### config.mk
export PLATFORM = sky130hd
export DESIGN_NAME = interval_timer
export DESIGN_NICKNAME = d
export VERILOG_FILES = /design/src/include/timer_pkg.sv /design/src/include/watch_tick_if.sv /design/src/hw/interval_timer.sv /design/src/hw/watch_prescaler.sv
export VERILOG_INCLUDE_DIRS = /design/src /design/src/include
export SDC_FILE = /design/constraint.sdc
export NUM_CORES = 1
export LEC_CHECK = 0
export ABC_AREA = 1
export BUFFER_PORTS_ARGS = -buffer_cell sky130_fd_sc_hd__clkbuf_2
export CORE_MARGIN = 3
export CORE_UTILIZATION = 50
export DETAILED_ROUTE_END_ITERATION = 8
export PLACE_DENSITY = 0.81
export SLEW_MARGIN = 10
export SYNTH_ARGS = -nofsm -noshare
export SYNTH_HDL_FRONTEND = slang
export SYNTH_SLANG_ARGS = --single-unit
### constraint.sdc
create_clock -name clock_in -period 1.9 [get_ports clock_in]
set_input_delay 0.19 -clock clock_in [delete_from_list [all_inputs] [get_ports clock_in]]
set_output_delay 0.19 -clock clock_in [all_outputs]
set_load 0.05 [all_outputs]
### src/include/timer_params.svh
// Constants for the interval and time-base timer
`ifndef TIMER_PARAMS_SVH
`define TIMER_PARAMS_SVH

// Register offsets on the plain register port
`define TMR_OFF_MODE 3'h0
`define TMR_OFF_COUNT 3'h1
`define TMR_OFF_CLKSTOP 3'h2
`define TMR_OFF_IRQ_STATUS 3'h3
`define TMR_OFF_IRQ_MASK 3'h4

// Mode register field positions
`define TMR_MODE_TB_BIT 3
`define TMR_MODE_SEL2_BIT 2
`define TMR_MODE_ONE_BIT 4

// Reset values and the counter maximum
`define TMR_MODE_RESET 4'h0
`define TMR_COUNT_RESET 8'h00
`define TMR_CLKSTOP_RESET 8'hff
`define TMR_COUNT_MAX 8'hff

// Clock stop and interrupt bit positions
`define TMR_STANDBY_BIT 0
`define TMR_OVF_BIT 0

// System prescaler taps, as log2 of the divide ratio, code 0 to code 7
`define TMR_PSS_WIDTH 13
`define TMR_TAP_LOG2 '{13, 12, 11, 9, 8, 7, 5, 3}

// Watch prescaler: log2 of subclock edges per count for each overflow period
`define TMR_PSW_WIDTH 7
`define TMR_PSW_LOG2 '{7, 6, 5, 2}

`endif

### src/include/timer_pkg.sv
// Types shared by the interval and time-base timer
package timer_pkg;

    // Chip power state as seen by the timer
    typedef enum logic [2:0] {
        PWR_ACTIVE,
        PWR_SLEEP,
        PWR_WATCH,
        PWR_SUBACTIVE,
        PWR_SUBSLEEP,
        PWR_STANDBY
    } power_mode_e;

    typedef logic [7:0] byte_t;

endpackage

### src/include/watch_tick_if.sv
// Signals between the timer core and its watch prescaler
`timescale 1ns/1ps
interface watch_tick_if;
    logic clear;
    logic run;
    logic [1:0] period_sel;
    logic tick;

    modport core (
        output clear,
        output run,
        output period_sel,
        input tick
    );

    modport prescaler (
        input clear,
        input run,
        input period_sel,
        output tick
    );
endinterface

### src/hw/interval_timer.sv
// Interval and time-base timer with registers and overflow interrupt
//
// Functional notes
// [RQ1] With the time-base bit at 0 the counter counts the system prescaler tap chosen by the low select bits.
// [RQ2] Select codes 0 to 7 pick system clock divided by 8192, 4096, 2048, 512, 256, 128, 32 and 8.
// [RQ3] With the time-base bit at 1 the counter counts watch prescaler taps giving 1 s, 0.5 s, 0.25 s or 31.25 ms overflow.
// [RQ4] Time-base bit and select bit 2 both at 1 hold the counter and the watch prescaler at zero.
// [RQ5] Codes above 1100 behave exactly like code 1100.
// [RQ6] The counter is an 8-bit read-only up-counter that advances only on the selected tick.
// [RQ7] Counter reads return the count in active mode and are unsupported (read zero) in subactive mode.
// [RQ8] A tick while the counter holds ff sets the overflow request flag.
// [RQ9] The interrupt output rises on overflow only while the overflow interrupt enable is 1.
// [RQ10] On overflow the counter wraps to zero and keeps counting, one overflow per 256 ticks.
// [RQ11] Reset clears the counter and the time-base bit so interval counting starts at once.
// [RQ12] Standby control bit 0 of the clock-stop register at 0 puts the timer in module standby; 1 releases it.
// [RQ13] Interval counting runs in active and sleep, time base also in watch and sub modes, mode register writable in active and subactive.
// [RQ14] The subclock passes a synchroniser into the system clock domain.
// [RQ15] Writes to the time-base bit are ignored while the standby control bit is 0.
// [RQ16] Software sets the standby control bit before changing the time-base bit.
// [RQ17] Software writes zeros to the top three mode bits; bit 4 reads as 1 and never changes.
`timescale 1ns/1ps
`include "timer_params.svh"
module interval_timer #(
    parameter int COUNT_WIDTH = 8
) (
    input wire logic clock_in,
    input wire logic rst_n_in,
    input wire logic subclk_in,
    input wire timer_pkg::power_mode_e power_mode_in,
    input wire logic [2:0] addr_in,
    input wire logic [7:0] wdata_in,
    input wire logic wr_in,
    input wire logic rd_in,
    output logic [7:0] rdata_out,
    output logic irq_out
);
    localparam int TAPS[8] = `TMR_TAP_LOG2;

    ////////////////////////////////////////////////////////////////
    // Declarations
    logic [3:0] mode_q;
    logic [COUNT_WIDTH-1:0] count_q;
    logic [7:0] clkstop_q;
    logic ovf_flag_q;
    logic ovf_en_q;
    logic [7:0] rdata_q;
    logic [`TMR_PSS_WIDTH-1:0] pss_q;
    logic [7:0] pss_tap_w;
    logic standby_bit_w;
    logic time_base_w;
    logic tb_clear_w;
    logic interval_run_w;
    logic base_run_w;
    logic tick_w;
    logic overflow_w;
    logic mode_wr_ok_w;
    logic wr_mode_w;
    logic wr_clkstop_w;
    logic wr_mask_w;
    logic rd_status_w;
    logic [7:0] rd_mux_w;

    watch_tick_if wt ();

    ////////////////////////////////////////////////////////////////
    // Decoded control
    assign standby_bit_w = clkstop_q[`TMR_STANDBY_BIT];
    assign time_base_w = mode_q[`TMR_MODE_TB_BIT];
    // Codes 1100 to 1111 all land here, so the reserved ones act as 1100
    assign tb_clear_w = time_base_w && mode_q[`TMR_MODE_SEL2_BIT]; // RQ4 RQ5

    // Run windows per power state; module standby stops both
    always_comb begin
        interval_run_w = 1'b0;
        base_run_w = 1'b0;
        unique case (power_mode_in)
            timer_pkg::PWR_ACTIVE, timer_pkg::PWR_SLEEP: begin
                interval_run_w = standby_bit_w; // RQ13 RQ12
                base_run_w = standby_bit_w;
            end
            timer_pkg::PWR_WATCH, timer_pkg::PWR_SUBACTIVE,
            timer_pkg::PWR_SUBSLEEP: begin
                base_run_w = standby_bit_w; // RQ13
            end
            timer_pkg::PWR_STANDBY: begin
                base_run_w = 1'b0;
            end
            default: begin
                base_run_w = 1'b0;
            end
        endcase
    end

    // Mode register only changes in active and subactive
    assign mode_wr_ok_w = (power_mode_in == timer_pkg::PWR_ACTIVE) ||
                          (power_mode_in == timer_pkg::PWR_SUBACTIVE); // RQ13

    ////////////////////////////////////////////////////////////////
    // System prescaler, free running from reset
    always_ff @(posedge clock_in) begin
        if (!rst_n_in) begin
            pss_q <= '0;
        end else begin
            pss_q <= pss_q + 1'b1;
        end
    end

    // One tap per select code, each a one-cycle enable at its rate
    for (genvar i = 0; i < 8; i++) begin : g_pss_tap
        assign pss_tap_w[i] = &pss_q[TAPS[i]-1:0]; // RQ2
    end

    ////////////////////////////////////////////////////////////////
    // Watch prescaler connection
    assign wt.clear = tb_clear_w;
    assign wt.run = time_base_w && base_run_w;
    assign wt.period_sel = mode_q[1:0];

    watch_prescaler u_watch_prescaler (
        .clock_in(clock_in),
        .rst_n_in(rst_n_in),
        .subclk_in(subclk_in),
        .wt(wt)
    );

    ////////////////////////////////////////////////////////////////
    // Counter clock selection
    always_comb begin
        if (time_base_w) begin
            tick_w = wt.tick; // RQ3
        end else begin
            tick_w = interval_run_w && pss_tap_w[mode_q[2:0]]; // RQ1
        end
    end

    assign overflow_w = tick_w && (count_q == COUNT_WIDTH'(`TMR_COUNT_MAX)); // RQ8

    ////////////////////////////////////////////////////////////////
    // Up-counter, cleared by reset or the time-base clear code
    always_ff @(posedge clock_in) begin
        if (!rst_n_in) begin
            count_q <= COUNT_WIDTH'(`TMR_COUNT_RESET); // RQ11
        end else if (tb_clear_w) begin
            count_q <= '0; // RQ4
        end else if (tick_w) begin
            count_q <= count_q + 1'b1; // RQ6 RQ10
        end
    end

    ////////////////////////////////////////////////////////////////
    // Register write and status read decode
    assign wr_mode_w = wr_in && (addr_in == `TMR_OFF_MODE) && mode_wr_ok_w;
    assign wr_clkstop_w = wr_in && (addr_in == `TMR_OFF_CLKSTOP);
    assign wr_mask_w = wr_in && (addr_in == `TMR_OFF_IRQ_MASK);
    assign rd_status_w = rd_in && (addr_in == `TMR_OFF_IRQ_STATUS);

    // Mode register: select bits always, time-base bit only out of module standby
    always_ff @(posedge clock_in) begin
        if (!rst_n_in) begin
            mode_q <= `TMR_MODE_RESET; // RQ11
        end else if (wr_mode_w) begin
            mode_q[2:0] <= wdata_in[2:0];
            if (standby_bit_w) begin
                mode_q[`TMR_MODE_TB_BIT] <= wdata_in[`TMR_MODE_TB_BIT]; // RQ15
            end
        end
    end

    // Clock-stop register; only bit 0 acts here, the rest are kept for readback
    always_ff @(posedge clock_in) begin
        if (!rst_n_in) begin
            clkstop_q <= `TMR_CLKSTOP_RESET; // RQ12
        end else if (wr_clkstop_w) begin
            clkstop_q <= wdata_in;
        end
    end

    // Overflow interrupt enable
    always_ff @(posedge clock_in) begin
        if (!rst_n_in) begin
            ovf_en_q <= 1'b0;
        end else if (wr_mask_w) begin
            ovf_en_q <= wdata_in[`TMR_OVF_BIT];
        end
    end

    ////////////////////////////////////////////////////////////////
    // Sticky overflow flag: cleared by reading it, a new overflow wins
    always_ff @(posedge clock_in) begin
        if (!rst_n_in) begin
            ovf_flag_q <= 1'b0;
        end else if (overflow_w) begin
            ovf_flag_q <= 1'b1; // RQ8
        end else if (rd_status_w) begin
            ovf_flag_q <= 1'b0;
        end
    end

    // Level interrupt while the flag is set and enabled
    assign irq_out = ovf_flag_q && ovf_en_q; // RQ9

    ////////////////////////////////////////////////////////////////
    // Read multiplexer; unmapped addresses read zero
    always_comb begin
        rd_mux_w = 8'h00;
        unique case (addr_in)
            `TMR_OFF_MODE: begin
                rd_mux_w[3:0] = mode_q;
                rd_mux_w[`TMR_MODE_ONE_BIT] = 1'b1; // RQ17
            end
            `TMR_OFF_COUNT: begin
                if (power_mode_in != timer_pkg::PWR_SUBACTIVE) begin
                    rd_mux_w = 8'(count_q); // RQ7
                end
            end
            `TMR_OFF_CLKSTOP: begin
                rd_mux_w = clkstop_q;
            end
            `TMR_OFF_IRQ_STATUS: begin
                rd_mux_w[`TMR_OVF_BIT] = ovf_flag_q;
            end
            `TMR_OFF_IRQ_MASK: begin
                rd_mux_w[`TMR_OVF_BIT] = ovf_en_q;
            end
            default: begin
                rd_mux_w = 8'h00;
            end
        endcase
    end

    // Read data stands for the cycle after the strobe only
    always_ff @(posedge clock_in) begin
        if (!rst_n_in) begin
            rdata_q <= 8'h00;
        end else if (rd_in) begin
            rdata_q <= rd_mux_w;
        end else begin
            rdata_q <= 8'h00;
        end
    end

    assign rdata_out = rdata_q;
endmodule

### src/hw/watch_prescaler.sv
// Subclock synchroniser and watch prescaler with overflow-period taps
`timescale 1ns/1ps
`include "timer_params.svh"
module watch_prescaler (
    input wire logic clock_in,
    input wire logic rst_n_in,
    input wire logic subclk_in,
    watch_tick_if.prescaler wt
);
    localparam int TAPS[4] = `TMR_PSW_LOG2;

    logic sync1_q;
    logic sync2_q;
    logic sync3_q;
    logic [`TMR_PSW_WIDTH-1:0] psw_q;
    logic edge_w;
    logic [3:0] tap_w;

    ////////////////////////////////////////////////////////////////
    // Two-flop synchroniser, third flop only for edge detection
    always_ff @(posedge clock_in) begin
        if (!rst_n_in) begin
            sync1_q <= 1'b0;
            sync2_q <= 1'b0;
            sync3_q <= 1'b0;
        end else begin
            sync1_q <= subclk_in; // RQ14
            sync2_q <= sync1_q;
            sync3_q <= sync2_q;
        end
    end

    assign edge_w = sync2_q && !sync3_q;

    ////////////////////////////////////////////////////////////////
    // Watch prescaler counts subclock edges; clear has priority
    always_ff @(posedge clock_in) begin
        if (!rst_n_in) begin
            psw_q <= '0;
        end else if (wt.clear) begin
            psw_q <= '0; // RQ4
        end else if (wt.run && edge_w) begin
            psw_q <= psw_q + 1'b1;
        end
    end

    // A tap fires when its low bits roll over
    for (genvar i = 0; i < 4; i++) begin : g_tap
        assign tap_w[i] = (&psw_q[TAPS[i]-1:0]) && edge_w && wt.run && !wt.clear;
    end

    assign wt.tick = tap_w[wt.period_sel]; // RQ3
endmodule

Word-level counts from Yosys, hierarchy flattened
Index checks and enable logic that the tools add are counted.

Output and inout bits: 9. Bits of input ports: 19. Register bits: 53.

Mux-type cells: 13. Reductions and logical operators: 47. Order comparisons: 2. Eq/ne operators: 10. Bitwise gates (word level): 1. Add/sub/neg operators: 3.

Operators with widths (count): 1-bit logical AND (24); 7-bit AND reduction (2); 13-bit by 1-bit adder with 13-bit output (second input constant) (1); 13-bit AND reduction (1); 3-bit by 2-bit == test with 1-bit output (second input constant) (4); 4-bit one-hot mux with 3 select lines (1); 12-bit AND reduction (1); 11-bit AND reduction (1); 5-bit AND reduction (2); 9-bit AND reduction (1); 8-bit by 1-bit adder with 8-bit output (second input constant) (1); 8-bit == test (second input constant) (1); 8-bit two-way mux (1); 8-bit AND reduction (1); 7-bit by 1-bit adder with 7-bit output (second input constant) (1); 1-bit two-way mux (7); 3-bit by 1-bit == test with 1-bit output (second input constant) (2); 3-bit == test (second input constant) (2); 3-bit zero test (2); 3-bit one-hot mux with 2 select lines (1); 2-bit AND reduction (3); 6-bit AND reduction (1); 1-bit one-hot mux with 5 select lines (1); 5-bit OR reduction (1); other kinds (11) (13).

Longest topological paths before layout
Depth in word-level cells: 11. Depth in mapped cells: 16.

By module
A second synthesis with hierarchy kept.

Cells, all modules: 342. Area total of the unflattened synthesis: 2484.9 µm².

Modules (own cells, without submodules): interval_timer (area an instance 1988.2 µm², instances 1, cells an instance 269); watch_prescaler (area an instance 496.7 µm², instances 1, cells an instance 73).

Least setup slack after synthesis
OpenSTA, ideal clock, no wires.

Path type: register to register. From: register pss_q[0]. To: register count_q[2]. Clock period less this slack: 1.754 ns. Cell stages (with the launch flop): 15. Arrival time: 1.639 ns. Library setup time: 0.115 ns. Path slack: 0.146 ns. Path through: dfxtp_1 > ha_1 > nand2_1 > nor2_4 > nand2_1 > inv_1 > ha_1 > nor2_1 > nor2_1 > a21oi_1 > nand2_2 > nand3_4 > nand2_4 > a21oi_1 > nor2_1.

Longest elaborated chain between the ends: 5. Elaborated cells between the ends (all ways): 12. Classes of those cells: mux (3); reduce/logical (9).

RTL lines: start, declared (line interval_timer.sv:47) `` logic [`TMR_PSS_WIDTH-1:0] pss_q; ``; start signal, assigned (line interval_timer.sv:104) `pss_q <= pss_q + 1'b1;`; 13-bit AND reduction, or another cell as far along (line interval_timer.sv:110) `assign pss_tap_w[i] = &pss_q[TAPS[i]-1:0];`; 1-bit binary-select mux with 3-bit select (*) (line interval_timer.sv:132) `tick_w = interval_run_w && pss_tap_w[mode_q[2:0]];`; 1-bit two-way mux (not written as such) (*) (line interval_timer.sv:132); 1-bit logical AND (*) (line interval_timer.sv:132); 1-bit two-way mux (*) (line interval_timer.sv:129) `if (time_base_w) begin`; end signal, assigned (line interval_timer.sv:142) `` count_q <= COUNT_WIDTH'(`TMR_COUNT_RESET); ``; end signal, assigned (line interval_timer.sv:146) `count_q <= count_q + 1'b1;`; end, declared (line interval_timer.sv:42) `logic [COUNT_WIDTH-1:0] count_q;`.

Mark *: on every way between the ends. The rest lies on a longest branch, timed or not. The select of a mux whose other input is x is not followed. A chain may end at the register's enable or synchronous reset.

Worst setup path after layout
From: register pss_q[1]. To: register count_q[3].

Same word-level chain as after synthesis.

==> out/results.ini <==
[final_layout]
layout_common_cells = nand2_1 (76), dfxtp_1 (51), inv_1 (45)
fillerInstances = 393
multi_input_area_mm2 = 0.00126
final_common_cell = nand2_1
area_growth_syn_to_layout_pct = 18.6
drive_gt1_share_pct = 19.1
fin_util_pct = 64.1
seq_area_mm2 = 0.00106
antenna_cells = 0
nets = 402

[clock_network]
cts_tree = yes
cts_buffers = 5
h-tree-depth = 2
cts.sink_count = 53
cts_root_buffer = clkbuf_8
ctsLongestPathBuffers = 2
cts.clk_slew.worst_paths_ns = 0.09
clock_latency_ns = 0.30

[worst_setup_path]
worstSetupStartpointType = flip-flop
max_stage_delay_ns = 0.36
arrival_ns = 2.02
critPathMaxFanout = 6
crit_path_end_kind = flip-flop
cp_cell_sequence = ha_4 -> nand2_2 -> nor2_4 -> nand2_1 -> inv_1 -> ha_1 -> nor2_1 -> nor2_1 -> a21oi_2 -> nand2_2 -> nand3_4 -> buf_6 -> nand3_1 -> a21oi_1
critPathTopFamily = simple AND/OR/NAND/NOR gates
cp.required_ns = 2.10
worst_path_max_delay_cell = dfxtp_2
criticalPathCategory = flip-flop to flip-flop
critPathBufInv = 2

[global_routing]
grt_usage_pct = 18.8
antenna_found_initial = 0
overflow = 0
grt_pass1_wl_um = 9170
grt_pass1_vias = 2088
grt_start_max_net_pins = 22

[timing]
finalMaxSlewViolations = 0
max_freq_mhz = 550
finClkSkew_ns = 0.00701
worst_pin_slew_ns = 0.511
setup_viol = 0
relSlewSlack_pct = 65.6
rsz0062_at_grt = true
post-route-min-period_ns = 1.82
totalNegativeSetupSlack_ns = 0
hold_viol = 0
post-route-period-util_pct = 95.6

[power]
combPwrFrac_pct = 6.7
p_seq_share_pct = 56.9
power_leakage_nw = 1.31
intPower_w = 0.00156
cellPowerDensity_mw_per_mm2 = 691
ir_drop_v = 0.000382
swShare_pct = 22.2
p_switching_w = 0.000446
p_clk_share_pct = 36.3

[yosys]
synth_fa_ha_area_share_pct = 3.57
ys_ff_latch = 53
synthSimpleGateAreaFrac_pct = 30.9
synth-xor-area-share_pct = 2.50
synthMuxAreaShare_pct = 0
synth_sequential_area_ratio_pct = 43.3
ys_types = 34
synthCells = 333
synth_top_family_by_area = simple AND/OR/NAND/NOR gates
synth_compound_area_share_pct = 11.9
syn_avg_cell_area_um2 = 7.36
synthesis.area_mm2 = 0.00245
synth_fp_nets = 359
yosysWarnings = 0

[routing]
wl_per_cell_um = 12.2
vias = 2244
avgViaCountPerCell = 5.09
route.antenna.remaining_nets = 0
dr.first_iter.drc_count = 112
first_pass_iters = 4
routed_wl_um = 5360
drc = 0

[placed_design]
port_buffers = 27
dp_hpwl_um = 3910
gp_congestion = 0.902

[floorplanning]
dieArea_mm2 = 0.00578
rows = 24
dieWidth_um = 76.0
ioPinCount = 28
die_h_um = 76.0
coreArea_mm2 = 0.00453
start_util_pct = 54.1

[status]
outcome = finished, final reports clean

[min_path]
hp-class = input pin to flip-flop

[flow_run]
cap_violations = 0

state kept, by name, summed over array words and instances, names as in the netlist:
signal	cells
u_watch_prescaler.sync1_q	1
u_watch_prescaler.sync3_q	1
pss_q	13
ovf_flag_q	1
ovf_en_q	1
rdata_out	8
clkstop_q	8
u_watch_prescaler.sync2_q	1
count_q	8
u_watch_prescaler.psw_q	7
mode_q	4
stage by stage:
stage	hold slack (ns)	total power [W]	worst slack, ns	instance area [um^2]	instances
2_1_floorplan	0.288	0.00124	0.146	2450	333
3_3_place_gp	0.384	0.00129	0.0786	2700	428
3_5_place_dp	0.382	0.00129	0.0496	2700	428
4_1_cts	0.0682	0.00202	0.00198	2810	435
5_1_grt	0.0774	0.00208	-0.0758	2910	441
6_report	0.0668	0.00201	0.0830	2910	441
logic make-up (layout without fill, tap and decap cells):
group	count (synthesis)	after routing
AO/OA/AOI/OAI	54	54
buffers and inverters	51	93
AND/OR/NAND/NOR	161	162
flip-flops	53	53
adder cells (fa/ha/maj)	7	7
XOR/XNOR	7	7
cell usage after synthesis, drive strengths merged:
cell / n / area, um^2
or2: 1 / 6.26
nor2: 32 / 150
nor3: 13 / 70.1
inv: 47 / 176
a221oi: 3 / 26.3
a31oi: 2 / 12.5
nand3b: 1 / 20.0
nand2: 82 / 325
xnor2: 3 / 26.3
and3: 1 / 6.26
nand4: 1 / 6.26
dfxtp: 53 / 1060
buf: 1 / 5.00
clkbuf: 2 / 7.51
nand3: 27 / 153
o211ai: 1 / 7.51
nor4: 1 / 6.26
a21oi: 29 / 145
xor2: 4 / 35.0
nor3b: 1 / 7.51
and2: 1 / 6.26
clkinv: 1 / 3.75
a22oi: 1 / 7.51
ha: 7 / 87.6
o21ai: 18 / 93.8
power groups by stage:
stage / Combinational, W / Sequential, W / Clock, W
after global routing: 0.000154 / 0.00115 / 0.000785
after global placement: 0.000125 / 0.00117 / 0
final: 0.000136 / 0.00114 / 0.000730
after detailed placement: 0.000128 / 0.00117 / 0
after CTS: 0.000129 / 0.00114 / 0.000747
after floorplan: 0.0000655 / 0.00118 / 0
final timing paths:
| path | start | end | slack, ns | depth (start not counted) |
|---|---|---|---|---|
| setup / recovery | pss_q[1]$_SDFF_PN0_ | count_q[3]$_SDFFE_PP0P_ | 0.08 | 14 |
| hold reg to reg | u_watch_prescaler.sync1_q$_SDFF_PN0_ | u_watch_prescaler.sync2_q$_SDFF_PN0_ | 0.42 | 2 |
| hold / removal | subclk_in | u_watch_prescaler.sync1_q$_SDFF_PN0_ | 0.07 | 3 |
| setup reg to reg | pss_q[1]$_SDFF_PN0_ | count_q[3]$_SDFFE_PP0P_ | 0.08 | 14 |
cell type report:
class,count,share of cell area (%)
clock buffer,5,2.37
clock inverter,2,1.20
inverter,48,6.20
multi-input combinational,230,43.2
sequential,53,36.6
tap,65,2.80
timing repair buffer,38,7.62
worst min-delay path: stages:
cell and delay (ns):
clkbuf_2 0.08, nand2_1 0.04, inv_1 0.04
routing by layer:
layer / routed length, um / track usage, % / vias up
met5: 0 / 0 / -
met4: 85 / 6.52 / 0
li1: - / - / 1161
met3: 244 / 2.84 / 9
met1: 2440 / 24.4 / 1030
met2: 2590 / 32.0 / 44
timing repair:
action                     CTS  global route
gates cloned                 0             1
setup endpoints to repair    2             9
hold buffers                 0             0
setup buffers                0             5
resized for setup            0            15
pin swaps                    1             9
No activity file was read; power rests on OpenSTA's default activity.
